===== src/core/mgi_defs.svh =====
// register indices, field masks, reset values of the management irq block
`ifndef MGI_DEFS_SVH
`define MGI_DEFS_SVH

// ****************************************
// register indices (byte address = 4 * index)
// ****************************************
`define MGI_IDX_STS1    6'h10
`define MGI_IDX_STS2    6'h11
`define MGI_IDX_STS3    6'h12
`define MGI_IDX_STS4    6'h13
`define MGI_IDX_STS5    6'h14
`define MGI_IDX_RSVA    6'h15
`define MGI_IDX_EN1     6'h16
`define MGI_IDX_EN2     6'h17
`define MGI_IDX_EN3     6'h18
`define MGI_IDX_EN4     6'h19
`define MGI_IDX_EN5     6'h1A
`define MGI_IDX_RSVB    6'h1B
`define MGI_IDX_IRQ_STS 6'h20
`define MGI_IDX_IRQ_MSK 6'h21

// ****************************************
// implemented bits and field positions
// ****************************************
`define MGI_EN1_MASK    8'h3E
`define MGI_EN2_SRC     8'h17
`define MGI_EN2_MASK    8'hF7
`define MGI_EN3_MASK    8'hF7
`define MGI_EN4_MASK    8'hFF
`define MGI_EN5_MASK    8'hCF
`define MGI_BIT_PME     5
`define MGI_BIT_SERI    6
`define MGI_BIT_PIN     7
`define MGI_BIT_IR      2
`define MGI_BIT_P92     4
`define MGI_EV_RISE     0
`define MGI_EV_FALL     1

// ****************************************
// reset values
// ****************************************
`define MGI_RST_BYTE    8'h00
`define MGI_RST_EV      2'h0

`endif


===== src/core/mgi_pkg.sv =====
// types shared by the management irq block
package mgi_pkg;

    // source inputs, one bundle
    typedef struct packed {
        logic [4:0] lvl1;   // midi,floppy,serial1,serial2,parallel (bits 5..1)
        logic [1:0] lvl2;   // keyboard, mouse
        logic       ir_rx;  // selected infrared receive input
        logic       port92; // port-92 event level
        logic [7:0] gp3;    // pin events, status three layout
        logic [7:0] gp4;    // pin events, status four layout
        logic [7:0] gp5;    // pin and fan events, status five layout
    } mgi_src_s;

    typedef struct packed {
        logic [7:0] sts3;
        logic [7:0] sts4;
        logic [7:0] sts5;
        logic       ir_flag;
        logic       p92_flag;
        logic       ir_prev;
        logic [7:0] en1;
        logic [7:0] en2;
        logic [7:0] en3;
        logic [7:0] en4;
        logic [7:0] en5;
        logic [1:0] ev_sts;
        logic [1:0] ev_msk;
        logic       grp_n;
        logic       pin_n;
        logic       seri;
        logic       pme;
        logic       irq;
        logic [7:0] rdata;
        logic       rdy;
        logic       err;
    } mgi_state_s;

endpackage


===== src/core/mgi_irq.sv =====
// management interrupt status, enable and routing block with apb slave
//
// Our own choice: register access over APB.
`include "mgi_defs.svh"
`timescale 1ns/100ps
`default_nettype none

module mgi_irq
    import mgi_pkg::*;
(
    input  wire logic        pclk,                  // 250 MHz
    input  wire logic        presetn,               // async, low
    input  wire logic        psel,                  // apb select
    input  wire logic        penable,               // apb enable
    input  wire logic        pwrite,                // apb direction
    input  wire logic [7:0]  paddr,                 // apb byte address
    input  wire logic [31:0] pwdata,                // apb write data
    input  wire logic [3:0]  pstrb,                 // apb byte strobes
    output logic      [31:0] prdata,                // apb read data
    output logic             pready,                // apb ready
    output logic             pslverr,               // apb error
    input  wire mgi_src_s    src,                   // interrupt sources
    output logic             group_mgmt_request_n,  // group request, low
    output logic             mgmt_request_pin_n,    // dedicated pin, low
    output logic             serirq_slot_req,       // serial irq slot request
    output logic             pme_req,               // into power-event logic
    output logic             irq                    // software interrupt
);

    mgi_state_s s_r;
    mgi_state_s s_nxt;
    logic [7:0] sts1_v;
    logic [7:0] sts2_v;
    logic       grp_v;

    // ****************************************
    // decode
    // ****************************************
    function automatic logic [5:0] idx_of(input logic [7:0] a);
        return a[7:2];
    endfunction

    function automatic logic mapped(input logic [7:0] a);
        logic [5:0] i;
        i = idx_of(a);
        return (a[1:0] == 2'h0) &&
               (((i >= `MGI_IDX_STS1) && (i <= `MGI_IDX_RSVB)) ||
                (i == `MGI_IDX_IRQ_STS) || (i == `MGI_IDX_IRQ_MSK));
    endfunction

    // ****************************************
    // live status views and group term
    // ****************************************
    always_comb
    begin
        sts1_v = {2'h0, src.lvl1, 1'b0};
        sts2_v = {3'h0, s_r.p92_flag, 1'b0, s_r.ir_flag, src.lvl2};
        grp_v  = |(sts1_v & s_r.en1 & `MGI_EN1_MASK)
               | |(sts2_v & s_r.en2 & `MGI_EN2_SRC)
               | |(s_r.sts3 & s_r.en3 & `MGI_EN3_MASK)
               | |(s_r.sts4 & s_r.en4 & `MGI_EN4_MASK)
               | |(s_r.sts5 & s_r.en5 & `MGI_EN5_MASK);
    end

    // ****************************************
    // next state
    // ****************************************
    always_comb
    begin
        logic       setup;
        logic       acc;
        logic       wr;
        logic [5:0] i;
        logic [7:0] d;
        logic [7:0] rd;
        setup = psel && !penable;
        acc   = psel && penable && s_r.rdy;
        wr    = acc && pwrite && !s_r.err && pstrb[0];
        i     = idx_of(paddr);
        d     = pwdata[7:0];
        rd    = 8'h00;
        s_nxt = s_r;

        // write-one clears first, so a same-cycle event below wins
        if (wr)
        begin
            case (i)
                `MGI_IDX_STS2:    s_nxt.p92_flag = s_r.p92_flag & ~d[`MGI_BIT_P92];
                `MGI_IDX_STS3:    s_nxt.sts3 = s_r.sts3 & ~d;
                `MGI_IDX_STS4:    s_nxt.sts4 = s_r.sts4 & ~d;
                `MGI_IDX_STS5:    s_nxt.sts5 = s_r.sts5 & ~d;
                `MGI_IDX_EN1:     s_nxt.en1 = d & `MGI_EN1_MASK;
                `MGI_IDX_EN2:     s_nxt.en2 = d & `MGI_EN2_MASK;
                `MGI_IDX_EN3:     s_nxt.en3 = d & `MGI_EN3_MASK;
                `MGI_IDX_EN4:     s_nxt.en4 = d & `MGI_EN4_MASK;
                `MGI_IDX_EN5:     s_nxt.en5 = d & `MGI_EN5_MASK;
                `MGI_IDX_IRQ_STS: s_nxt.ev_sts = s_r.ev_sts & ~d[1:0];
                `MGI_IDX_IRQ_MSK: s_nxt.ev_msk = d[1:0];
                default:          s_nxt.ev_msk = s_nxt.ev_msk;
            endcase
        end
        // reading status two consumes the infrared flag
        if (acc && !pwrite && !s_r.err && (i == `MGI_IDX_STS2))
        begin
            s_nxt.ir_flag = 1'b0;
        end

        // event capture, after clears so that set wins
        s_nxt.sts3 = s_nxt.sts3 | (src.gp3 & `MGI_EN3_MASK);
        s_nxt.sts4 = s_nxt.sts4 | src.gp4;
        s_nxt.sts5 = s_nxt.sts5 | (src.gp5 & `MGI_EN5_MASK);
        s_nxt.ir_prev = src.ir_rx;
        if (src.ir_rx != s_r.ir_prev)
        begin
            s_nxt.ir_flag = 1'b1;
        end
        if (src.port92)
        begin
            s_nxt.p92_flag = 1'b1;
        end

        // group request and its three routes
        s_nxt.grp_n = !grp_v;
        s_nxt.pme   = grp_v && s_r.en2[`MGI_BIT_PME];
        s_nxt.seri  = grp_v && s_r.en2[`MGI_BIT_SERI];
        s_nxt.pin_n = !(grp_v && s_r.en2[`MGI_BIT_PIN]);

        // software interrupt on group edges
        if (grp_v && s_r.grp_n)
        begin
            s_nxt.ev_sts[`MGI_EV_RISE] = 1'b1;
        end
        if (!grp_v && !s_r.grp_n)
        begin
            s_nxt.ev_sts[`MGI_EV_FALL] = 1'b1;
        end
        s_nxt.irq = |(s_r.ev_sts & s_r.ev_msk);

        // apb: data captured in setup, ready in the first access cycle
        case (i)
            `MGI_IDX_STS1:    rd = sts1_v;
            `MGI_IDX_STS2:    rd = sts2_v;
            `MGI_IDX_STS3:    rd = s_r.sts3;
            `MGI_IDX_STS4:    rd = s_r.sts4;
            `MGI_IDX_STS5:    rd = s_r.sts5;
            `MGI_IDX_EN1:     rd = s_r.en1;
            `MGI_IDX_EN2:     rd = s_r.en2;
            `MGI_IDX_EN3:     rd = s_r.en3;
            `MGI_IDX_EN4:     rd = s_r.en4;
            `MGI_IDX_EN5:     rd = s_r.en5;
            `MGI_IDX_IRQ_STS: rd = {6'h00, s_r.ev_sts};
            `MGI_IDX_IRQ_MSK: rd = {6'h00, s_r.ev_msk};
            default:          rd = 8'h00;
        endcase
        s_nxt.rdy = setup;
        if (setup)
        begin
            s_nxt.rdata = mapped(paddr) ? rd : 8'h00;
            s_nxt.err   = !mapped(paddr);
        end
        else if (acc)
        begin
            s_nxt.rdata = 8'h00;
            s_nxt.err   = 1'b0;
        end
    end

    always_ff @(posedge pclk or negedge presetn)
    begin
        if (!presetn)
        begin
            s_r       <= '0;
            s_r.grp_n <= 1'b1;
            s_r.pin_n <= 1'b1;
        end
        else
        begin
            s_r <= s_nxt;
        end
    end

    assign prdata               = {24'h000000, s_r.rdata};
    assign pready               = s_r.rdy;
    assign pslverr              = s_r.err;
    assign group_mgmt_request_n = s_r.grp_n;
    assign mgmt_request_pin_n   = s_r.pin_n;
    assign serirq_slot_req      = s_r.seri;
    assign pme_req              = s_r.pme;
    assign irq                  = s_r.irq;

    // ****************************************
    // checks
    // ****************************************
    a_grp_tracks: assert property (@(posedge pclk) disable iff (!presetn)
        group_mgmt_request_n == !$past(grp_v)) else $error("group request wrong");
    a_pme_route: assert property (@(posedge pclk) disable iff (!presetn)
        pme_req |-> !group_mgmt_request_n) else $error("pme without group");
    a_seri_route: assert property (@(posedge pclk) disable iff (!presetn)
        ($past(s_r.en2[`MGI_BIT_SERI]) && !group_mgmt_request_n) |-> serirq_slot_req)
        else $error("serial slot missed");
    a_pin_route: assert property (@(posedge pclk) disable iff (!presetn)
        !mgmt_request_pin_n |-> ($past(s_r.en2[`MGI_BIT_PIN]) && !group_mgmt_request_n))
        else $error("pin driven wrongly");
    a_rsvd_zero: assert property (@(posedge pclk) disable iff (!presetn)
        (psel && !penable && (paddr[7:2] == `MGI_IDX_RSVA || paddr[7:2] == `MGI_IDX_RSVB))
        |=> (prdata == 32'h00000000) && pready) else $error("reserved reads nonzero");
    a_sts5_set: assert property (@(posedge pclk) disable iff (!presetn)
        src.gp5[7] |=> s_r.sts5[7]) else $error("fan event lost");
    a_sts5_hold: assert property (@(posedge pclk) disable iff (!presetn)
        (s_r.sts5[0] && !(psel && penable && pwrite)) |=> s_r.sts5[0])
        else $error("status five dropped");
    a_ir_set: assert property (@(posedge pclk) disable iff (!presetn)
        (src.ir_rx != s_r.ir_prev) |=> s_r.ir_flag) else $error("ir edge lost");
    a_en_rsvd: assert property (@(posedge pclk) disable iff (!presetn)
        !s_r.en3[3] && !s_r.en5[4] && !s_r.en5[5] && !s_r.en1[0]) else $error("reserved set");
    a_en4_wr: assert property (@(posedge pclk) disable iff (!presetn)
        (psel && penable && pready && pwrite && pstrb[0] && !pslverr
         && paddr[7:2] == `MGI_IDX_EN4) |=> (s_r.en4 == $past(pwdata[7:0])))
        else $error("enable four not stored");
    a_p92_set: assert property (@(posedge pclk) disable iff (!presetn)
        src.port92 |=> s_r.p92_flag) else $error("port92 lost");

    // ****************************************
    // register and route checks
    // ****************************************
    a_pme_off: assert property (@(posedge pclk) disable iff (!presetn)
        !$past(s_r.en2[`MGI_BIT_PME]) |-> !pme_req)
        else $error("pme routed while disabled");
    a_pme_on: assert property (@(posedge pclk) disable iff (!presetn)
        ($past(s_r.en2[`MGI_BIT_PME]) && !group_mgmt_request_n) |-> pme_req)
        else $error("pme route missed");
    a_seri_off: assert property (@(posedge pclk) disable iff (!presetn)
        !$past(s_r.en2[`MGI_BIT_SERI]) |-> !serirq_slot_req)
        else $error("serial slot while disabled");
    a_pin_on: assert property (@(posedge pclk) disable iff (!presetn)
        ($past(s_r.en2[`MGI_BIT_PIN]) && !group_mgmt_request_n) |-> !mgmt_request_pin_n)
        else $error("pin route missed");
    a_en1_rsvd: assert property (@(posedge pclk) disable iff (!presetn)
        ((s_r.en1 & ~`MGI_EN1_MASK) == 8'h00))
        else $error("enable one reserved set");
    a_en2_rsvd: assert property (@(posedge pclk) disable iff (!presetn)
        !s_r.en2[3])
        else $error("enable two reserved set");
    a_sts5_rsvd: assert property (@(posedge pclk) disable iff (!presetn)
        (s_r.sts5[5:4] == 2'h0))
        else $error("status five reserved set");
    a_sts3_rsvd: assert property (@(posedge pclk) disable iff (!presetn)
        !s_r.sts3[3])
        else $error("status three reserved set");
    a_sts5_w1c: assert property (@(posedge pclk) disable iff (!presetn)
        (psel && penable && pready && pwrite && pstrb[0] && !pslverr
         && paddr[7:2] == `MGI_IDX_STS5 && src.gp5 == 8'h00)
        |=> (s_r.sts5 == ($past(s_r.sts5) & ~$past(pwdata[7:0])))) else $error("sts5 clear");
    a_en1_wr: assert property (@(posedge pclk) disable iff (!presetn)
        (psel && penable && pready && pwrite && pstrb[0] && !pslverr
         && paddr[7:2] == `MGI_IDX_EN1)
        |=> (s_r.en1 == ($past(pwdata[7:0]) & `MGI_EN1_MASK))) else $error("en1 not stored");
    a_en2_wr: assert property (@(posedge pclk) disable iff (!presetn)
        (psel && penable && pready && pwrite && pstrb[0] && !pslverr
         && paddr[7:2] == `MGI_IDX_EN2)
        |=> (s_r.en2 == ($past(pwdata[7:0]) & `MGI_EN2_MASK))) else $error("en2 not stored");
    a_en3_wr: assert property (@(posedge pclk) disable iff (!presetn)
        (psel && penable && pready && pwrite && pstrb[0] && !pslverr
         && paddr[7:2] == `MGI_IDX_EN3)
        |=> (s_r.en3 == ($past(pwdata[7:0]) & `MGI_EN3_MASK))) else $error("en3 not stored");
    a_en5_wr: assert property (@(posedge pclk) disable iff (!presetn)
        (psel && penable && pready && pwrite && pstrb[0] && !pslverr
         && paddr[7:2] == `MGI_IDX_EN5)
        |=> (s_r.en5 == ($past(pwdata[7:0]) & `MGI_EN5_MASK))) else $error("en5 not stored");
    a_fan_set: assert property (@(posedge pclk) disable iff (!presetn)
        src.gp5[6] |=> s_r.sts5[6])
        else $error("fan one event lost");
    a_sts3_set: assert property (@(posedge pclk) disable iff (!presetn)
        src.gp3[7] |=> s_r.sts3[7])
        else $error("status three event lost");
    a_sts4_set: assert property (@(posedge pclk) disable iff (!presetn)
        src.gp4[0] |=> s_r.sts4[0])
        else $error("status four event lost");
    a_sts1_live: assert property (@(posedge pclk) disable iff (!presetn)
        (psel && !penable && paddr == {`MGI_IDX_STS1, 2'h0})
        |=> (prdata[7:0] == {2'h0, $past(src.lvl1), 1'b0}))
        else $error("status one not live");
    a_ir_hold: assert property (@(posedge pclk) disable iff (!presetn)
        (s_r.ir_flag && !(psel && penable && !pwrite)) |=> s_r.ir_flag)
        else $error("ir flag dropped");
    a_ir_clear: assert property (@(posedge pclk) disable iff (!presetn)
        (psel && penable && pready && !pwrite && !pslverr
         && paddr[7:2] == `MGI_IDX_STS2 && src.ir_rx == s_r.ir_prev)
        |=> !s_r.ir_flag) else $error("ir flag not cleared by read");
    a_p92_hold: assert property (@(posedge pclk) disable iff (!presetn)
        (s_r.p92_flag && !(psel && penable && pwrite)) |=> s_r.p92_flag)
        else $error("port92 flag dropped");
    a_p92_clear: assert property (@(posedge pclk) disable iff (!presetn)
        (psel && penable && pready && pwrite && pstrb[0] && !pslverr && pwdata[4]
         && paddr[7:2] == `MGI_IDX_STS2 && !src.port92)
        |=> !s_r.p92_flag) else $error("port92 flag not cleared");
    a_irq_off: assert property (@(posedge pclk) disable iff (!presetn)
        (s_r.ev_msk == 2'h0) |=> !irq)
        else $error("irq while masked");
    a_err_zero: assert property (@(posedge pclk) disable iff (!presetn)
        pslverr |-> (prdata == 32'h00000000))
        else $error("error read nonzero");

endmodule

`default_nettype wire


===== config.mk =====
export PLATFORM = sky130hd
export DESIGN_NAME = mgi_irq
export DESIGN_NICKNAME = d
export VERILOG_FILES = /design/src/core/mgi_pkg.sv /design/src/core/mgi_irq.sv
export VERILOG_INCLUDE_DIRS = /design/src /design/src/core
export SDC_FILE = /design/constraint.sdc
export NUM_CORES = 1
export LEC_CHECK = 0
export ABC_AREA = 1
export BUFFER_PORTS_ARGS = -buffer_cell sky130_fd_sc_hd__buf_2
export CAP_MARGIN = 20
export CORE_MARGIN = 5
export CORE_UTILIZATION = 57
export DETAILED_ROUTE_END_ITERATION = 12
export PLACE_DENSITY_LB_ADDON = 0.2
export SLEW_MARGIN = 5
export SYNTH_ARGS = -nofsm -noshare
export SYNTH_HDL_FRONTEND = slang
export SYNTH_SLANG_ARGS = --single-unit
export TNS_END_PERCENT = 30

===== constraint.sdc =====
create_clock -name pclk -period 4 [get_ports pclk]
set_input_delay 0.4 -clock pclk [delete_from_list [all_inputs] [get_ports pclk]]
set_output_delay 0.4 -clock pclk [all_outputs]
set_load 0.01 [all_outputs]

# Yosys cells after proc, flatten, opt, wreduce, memory -nomap -nowiden
# Index checks and enable logic that the tools add are counted.
# word_totals
out_inout_bits	39
in_bits	82
reg_bits	79
word_cells	127
# classes
eq_ne	13
reduce_logical	49
n_mux	20
magnitude_cmp	2
bitwise_logic	21
# ops
operator	n
$pmux W8 S12	1
$eq A6 B5 Y1 const B	10
$and A8 B8 Y8	6
$mux W8	6
$mux W24	1
$or A8 B8 Y8	3
$reduce_and A2 Y1	9
$logic_and A1 B1 Y1	16
$reduce_bool A2 Y1	8
$eq A6 B6 Y1 const B	2
$mux W1	9
$not A8 Y8	1
$reduce_or A8 Y1	1
$logic_not A1 Y1	7
$reduce_or A7 Y1	1
$and A6 B6 Y6	1
$ge A6 B5 Y1 const B	1
$le A6 B5 Y1 const B	1
$reduce_or A6 Y1	1
$and A5 B5 Y5	1
$reduce_or A5 Y1	1
$and A2 B2 Y2	2
$mux W2	2
$mux W4	1
other kinds (9)	13

# Depth between registers and ports, before layout
# logic_depth
word_depth	10
ltp_mapped	11
mapped_depth_nobuf	10

# Least setup slack after synthesis
# Ideal clock, no wire load.
# synth_timing
path_kind	register -> register
start	register s_r (netlist bit pready)
end	register s_r[40] (netlist name)
path_buffers	2
required_ps	3874
setup_ps	126
path_slack_ps	2546
path_stages_with_launch	10
period_less_slack_ps	1454
t_arrival_ps	1329
cell_sequence	dfrtp_1 > nand2_1 > inv_1 > nand2_1 > nor2_1 > buf_4 > nand2_2 > buf_2 > nand2_1 > o21ai_1
# synth_between
elab_chain_len	5
# synth_rtl
element	line	text
from (decl)	mgi_irq.sv:30	mgi_state_s s_r;
from (signal assigned)	mgi_irq.sv:178	s_r <= s_nxt;
$logic_and A1 B1 Y1	mgi_irq.sv:77	acc = psel && penable && s_r.rdy;
$logic_and A1 B1 Y1 (3 in series)	mgi_irq.sv:78	wr = acc && pwrite && !s_r.err && pstrb[0];
$reduce_and A2 Y1 (no source line)	-	
# No other way between the ends.
# A chain may end at the register's enable or synchronous reset.

# Worst setup path in the final report
# layout_timing
start	input port paddr[7]
end	register s_r (netlist bit prdata[1])
# layout_between
elab_chain_len	7
word_cells_on_any_way	21
classes_between	order compare (2); eq/ne (12); mux (3); reduce/logical (4)
# layout_rtl
element	line	text
from (decl)	mgi_irq.sv:16	input wire logic [7:0] paddr,
$ge A6 B5 Y1 (no source line) / $le A6 B5 Y1 (equally long branches)	-	
$logic_and A1 B1 Y1	mgi_irq.sv:47	(((i >= `MGI_IDX_STS1) && (i <= `MGI_IDX_RSVB)) ||
$logic_or A1 B1 Y1 (2 in series)	mgi_irq.sv:47	
$logic_and A1 B1 Y1	mgi_irq.sv:46	return (a[1:0] == 2'h0) &&
$mux W8 *	mgi_irq.sv:158	s_nxt.rdata = mapped(paddr) ? rd : 8'h00;
$mux W8 *	mgi_irq.sv:156	if (setup)
# Mark *: on every way between the ends. The rest lies on a longest branch, timed or not.

==> metrics.txt <==
Crit path required time=~4.3 ns; Root Driver=clkbuf_8; clk_skew=a little over 0.007 ns; DRC errors left=0; max-slew violation count=0; RSZ-0062 raised after global routing=no; CTS buffer count=9; highest-count cells in the layout ignoring fill and taps=nand2_1, dfrtp_1, buf_2; cell count after synthesis=580; FMAX=a little over 500 MHz; R2R Path Start=s_r[43]$_DFFE_PN0P_; Crit Reg-Reg Endpoint=pme_req$_DFF_PN0_; H-tree levels=3; Die X=slightly below 100 um; number of synthesized flops with an enable pin=0; leak pwr=2.52 nW; PD cells=314 nW/um2; gpl congestion=0.928; total track usage=0.247; area grow syn2layout=10.6%; Synth warnings=0; Critical Path Sink Type=flop; WL final=around 11 mm; # fillers=between 700 and 800; core area=roughly 7600 um2; Max VDD drop=~0.23 mV; DIE AREA=9520 um2; critical path arrival=between 2 and 2.5 ns; reg2reg setup slack=about 2.4 ns; post-DP HPWL=approximately 8.4 mm; Clock Latency Late Sink=0.35 ns; Layout Nets=a little over 700; ANT nets after route=0; main flop type after synthesis=dfrtp_1; Post-CTS Resized=0; crit path max fanout=14; Site Rows=32; TNS Setup=0 ns; post-synthesis sequential area ratio=0.453; wire per inst=15.2 um; initial antenna violation count=0; Max clock buf depth=2; # diodes=0; WS Path Type=in -> reg; TritonRoute pass-1 iters=5; Final Hold Violating Endpoints=0; CTS tree=built; crit-path cells=buf_2 > inv_1 > nand2_1 > nor2_1 > nand2_1 > nand2_1 > nor2_1 > a21oi_4 > nand2_1 > nand2_1; detailed-route via count=roughly 3900; global-route wire length before repair=~19 mm; Via density=~5.2; Max-slew headroom=0.374; Final Critical Period=about 2.0 ns; Worst path slowest cell=nor2_1; Syn Std Cell Area=between 4000 and 5000 um2; HP Class=in -> reg; Seq cells post-synth=79; Initial Util=0.575; worst slew pin tran=around 0.93 ns; GRT overflow=0; Post-CTS Setup Inserts=0; number of global-route vias before repair=roughly 3700; Hold Path Stages=1; port bufs=66; Final setup viols=0; cell mode on critical path=nand2_1; post-layout util=0.636; nature of the critical path startpoint=primary input; I/O pin count=~120; Synth async-reset ratio=1.00; commonest non-fill, non-tap cell in the layout=nand2_1; status=finished, final reports clean; Mapped Avg Cell Area=between 7 and 8 um2; fin crit share=0.488; CTS sink cnt=slightly below 80; clock-pin transition on the worst setup and hold timing paths=roughly 0.080 ns; largest net degree at the start of global routing=80; number of hold buffers added after cts=0; number of max-cap violations=0; Reg2Reg Depth=8; Worst Hold End=s_r[59]$_DFF_PN0_; Worst Hold Launch=src[25]; max incr delay on CP=roughly 0.74 ns; layout cells sized above 1=0.190; synth unique cells=32; die height=slightly below 100 um; Iteration-0 DRC Markers=~280
==> where the power goes <==
group,internal [mW],leakage [nW],switching (mW)
registers,0.808,0.961,0.00893
logic,0.0433,1.48,0.103
clock network,0.244,0.0849,0.311
total,1.10,2.52,0.423
==> per-layer routing <==
layer,GRT usage,share of wire,vias to the layer above
met5,0,0,-
met4,0.0777,0.011,0
met3,0.0668,0.090,10
met2,0.380,0.46,189
met1,0.342,0.44,1774
li1,-,-,1908
==> cells by family (layout without fill, tap and decap cells) <==
logic type | count (synthesis) | in the layout | synth area share
xor+xnor | 1 | 1 | 0.00200
compound gates | 66 | 66 | 0.0907
flops | 79 | 79 | 0.453
simple gates | 334 | 334 | 0.334
buf+inv | 99 | 142 | 0.120
other cells | 1 | 24 | 0.000858
==> worst max-delay path by stage <==
stage | start | endpoint | slack [ns] | cells past startpoint
floorplan | pready$_DFF_PN0_ | s_r[40]$_DFFE_PN0P_ | 2.55 | 9
global placement | paddr[7] | prdata[5]$_DFFE_PN0P_ | 1.73 | 10
detailed placement | paddr[7] | prdata[6]$_DFFE_PN0P_ | 1.72 | 10
CTS | paddr[7] | prdata[6]$_DFFE_PN0P_ | 2.08 | 10
global route | paddr[4] | prdata[0]$_DFFE_PN0P_ | 1.71 | 10
finish | paddr[7] | prdata[1]$_DFFE_PN0P_ | 2.05 | 10
==> cells in the mapped netlist (3+ instances only) <==
cell      number  area [um2]
buf_6          3        33.8
nand4_1        8        50.1
nand2_2        9        56.3
o21ai_2        7        61.3
o21bai_1       3        22.5
nor2_4         7        78.8
nor3_1         3        15.0
buf_2          5        25.0
inv_2          6        22.5
o21ai_0       29         145
o21ai_1       18        90.1
nand2_1      198         743
o21a_1         3        22.5
nand3_1       51         255
nor2_1        48         180
dfrtp_1       77        1930
inv_1         51         191
buf_4         33         248
nor2_2         5        31.3
==> state kept, by name, summed over array words and instances (netlist names) <==
signal and count:
s_r 64, prdata 8, group_mgmt_request_n 1, irq 1, mgmt_request_pin_n 1, pme_req 1, pready 1, pslverr 1
serirq_slot_req 1
==> stage by stage <==
| stage | total power, mW | area, um2 | std cells | hold WS [ns] | setup slack (ns) |
|---|---|---|---|---|---|
| final | 1.52 | 4840 | 748 | 0.178 | 2.05 |
| after detailed placement | 0.974 | 4620 | 730 | 0.413 | 1.72 |
| after floorplan | 0.921 | 4460 | 603 | 0.104 | 2.55 |
| after CTS | 1.52 | 4800 | 746 | 0.166 | 2.08 |
| after global placement | 0.970 | 4620 | 730 | 0.415 | 1.73 |
| after global routing | 1.59 | 4840 | 748 | 0.163 | 1.71 |
==> final cells by class <==
| type | instances | area, um2 | area share |
|---|---|---|---|
| Inverter | 57 | 214 | 0.0442 |
| Clock inverter | 6 | 45.0 | 0.00931 |
| Timing Repair Buffer | 69 | 378 | 0.0781 |
| Multi-Input combinational cell | 425 | 1950 | 0.404 |
| Clock buffer | 10 | 138 | 0.0285 |
| Tap cell | 102 | 128 | 0.0264 |
| Sequential cell | 79 | 1980 | 0.409 |
==> worst max-delay path: cells and delay by family <==
kind | cells | cell delay, ns
buf+inv | 2 | 0.21
simple gates | 7 | 1.43
compound gates | 1 | 0.21
Power figures use the tool's default switching activity.
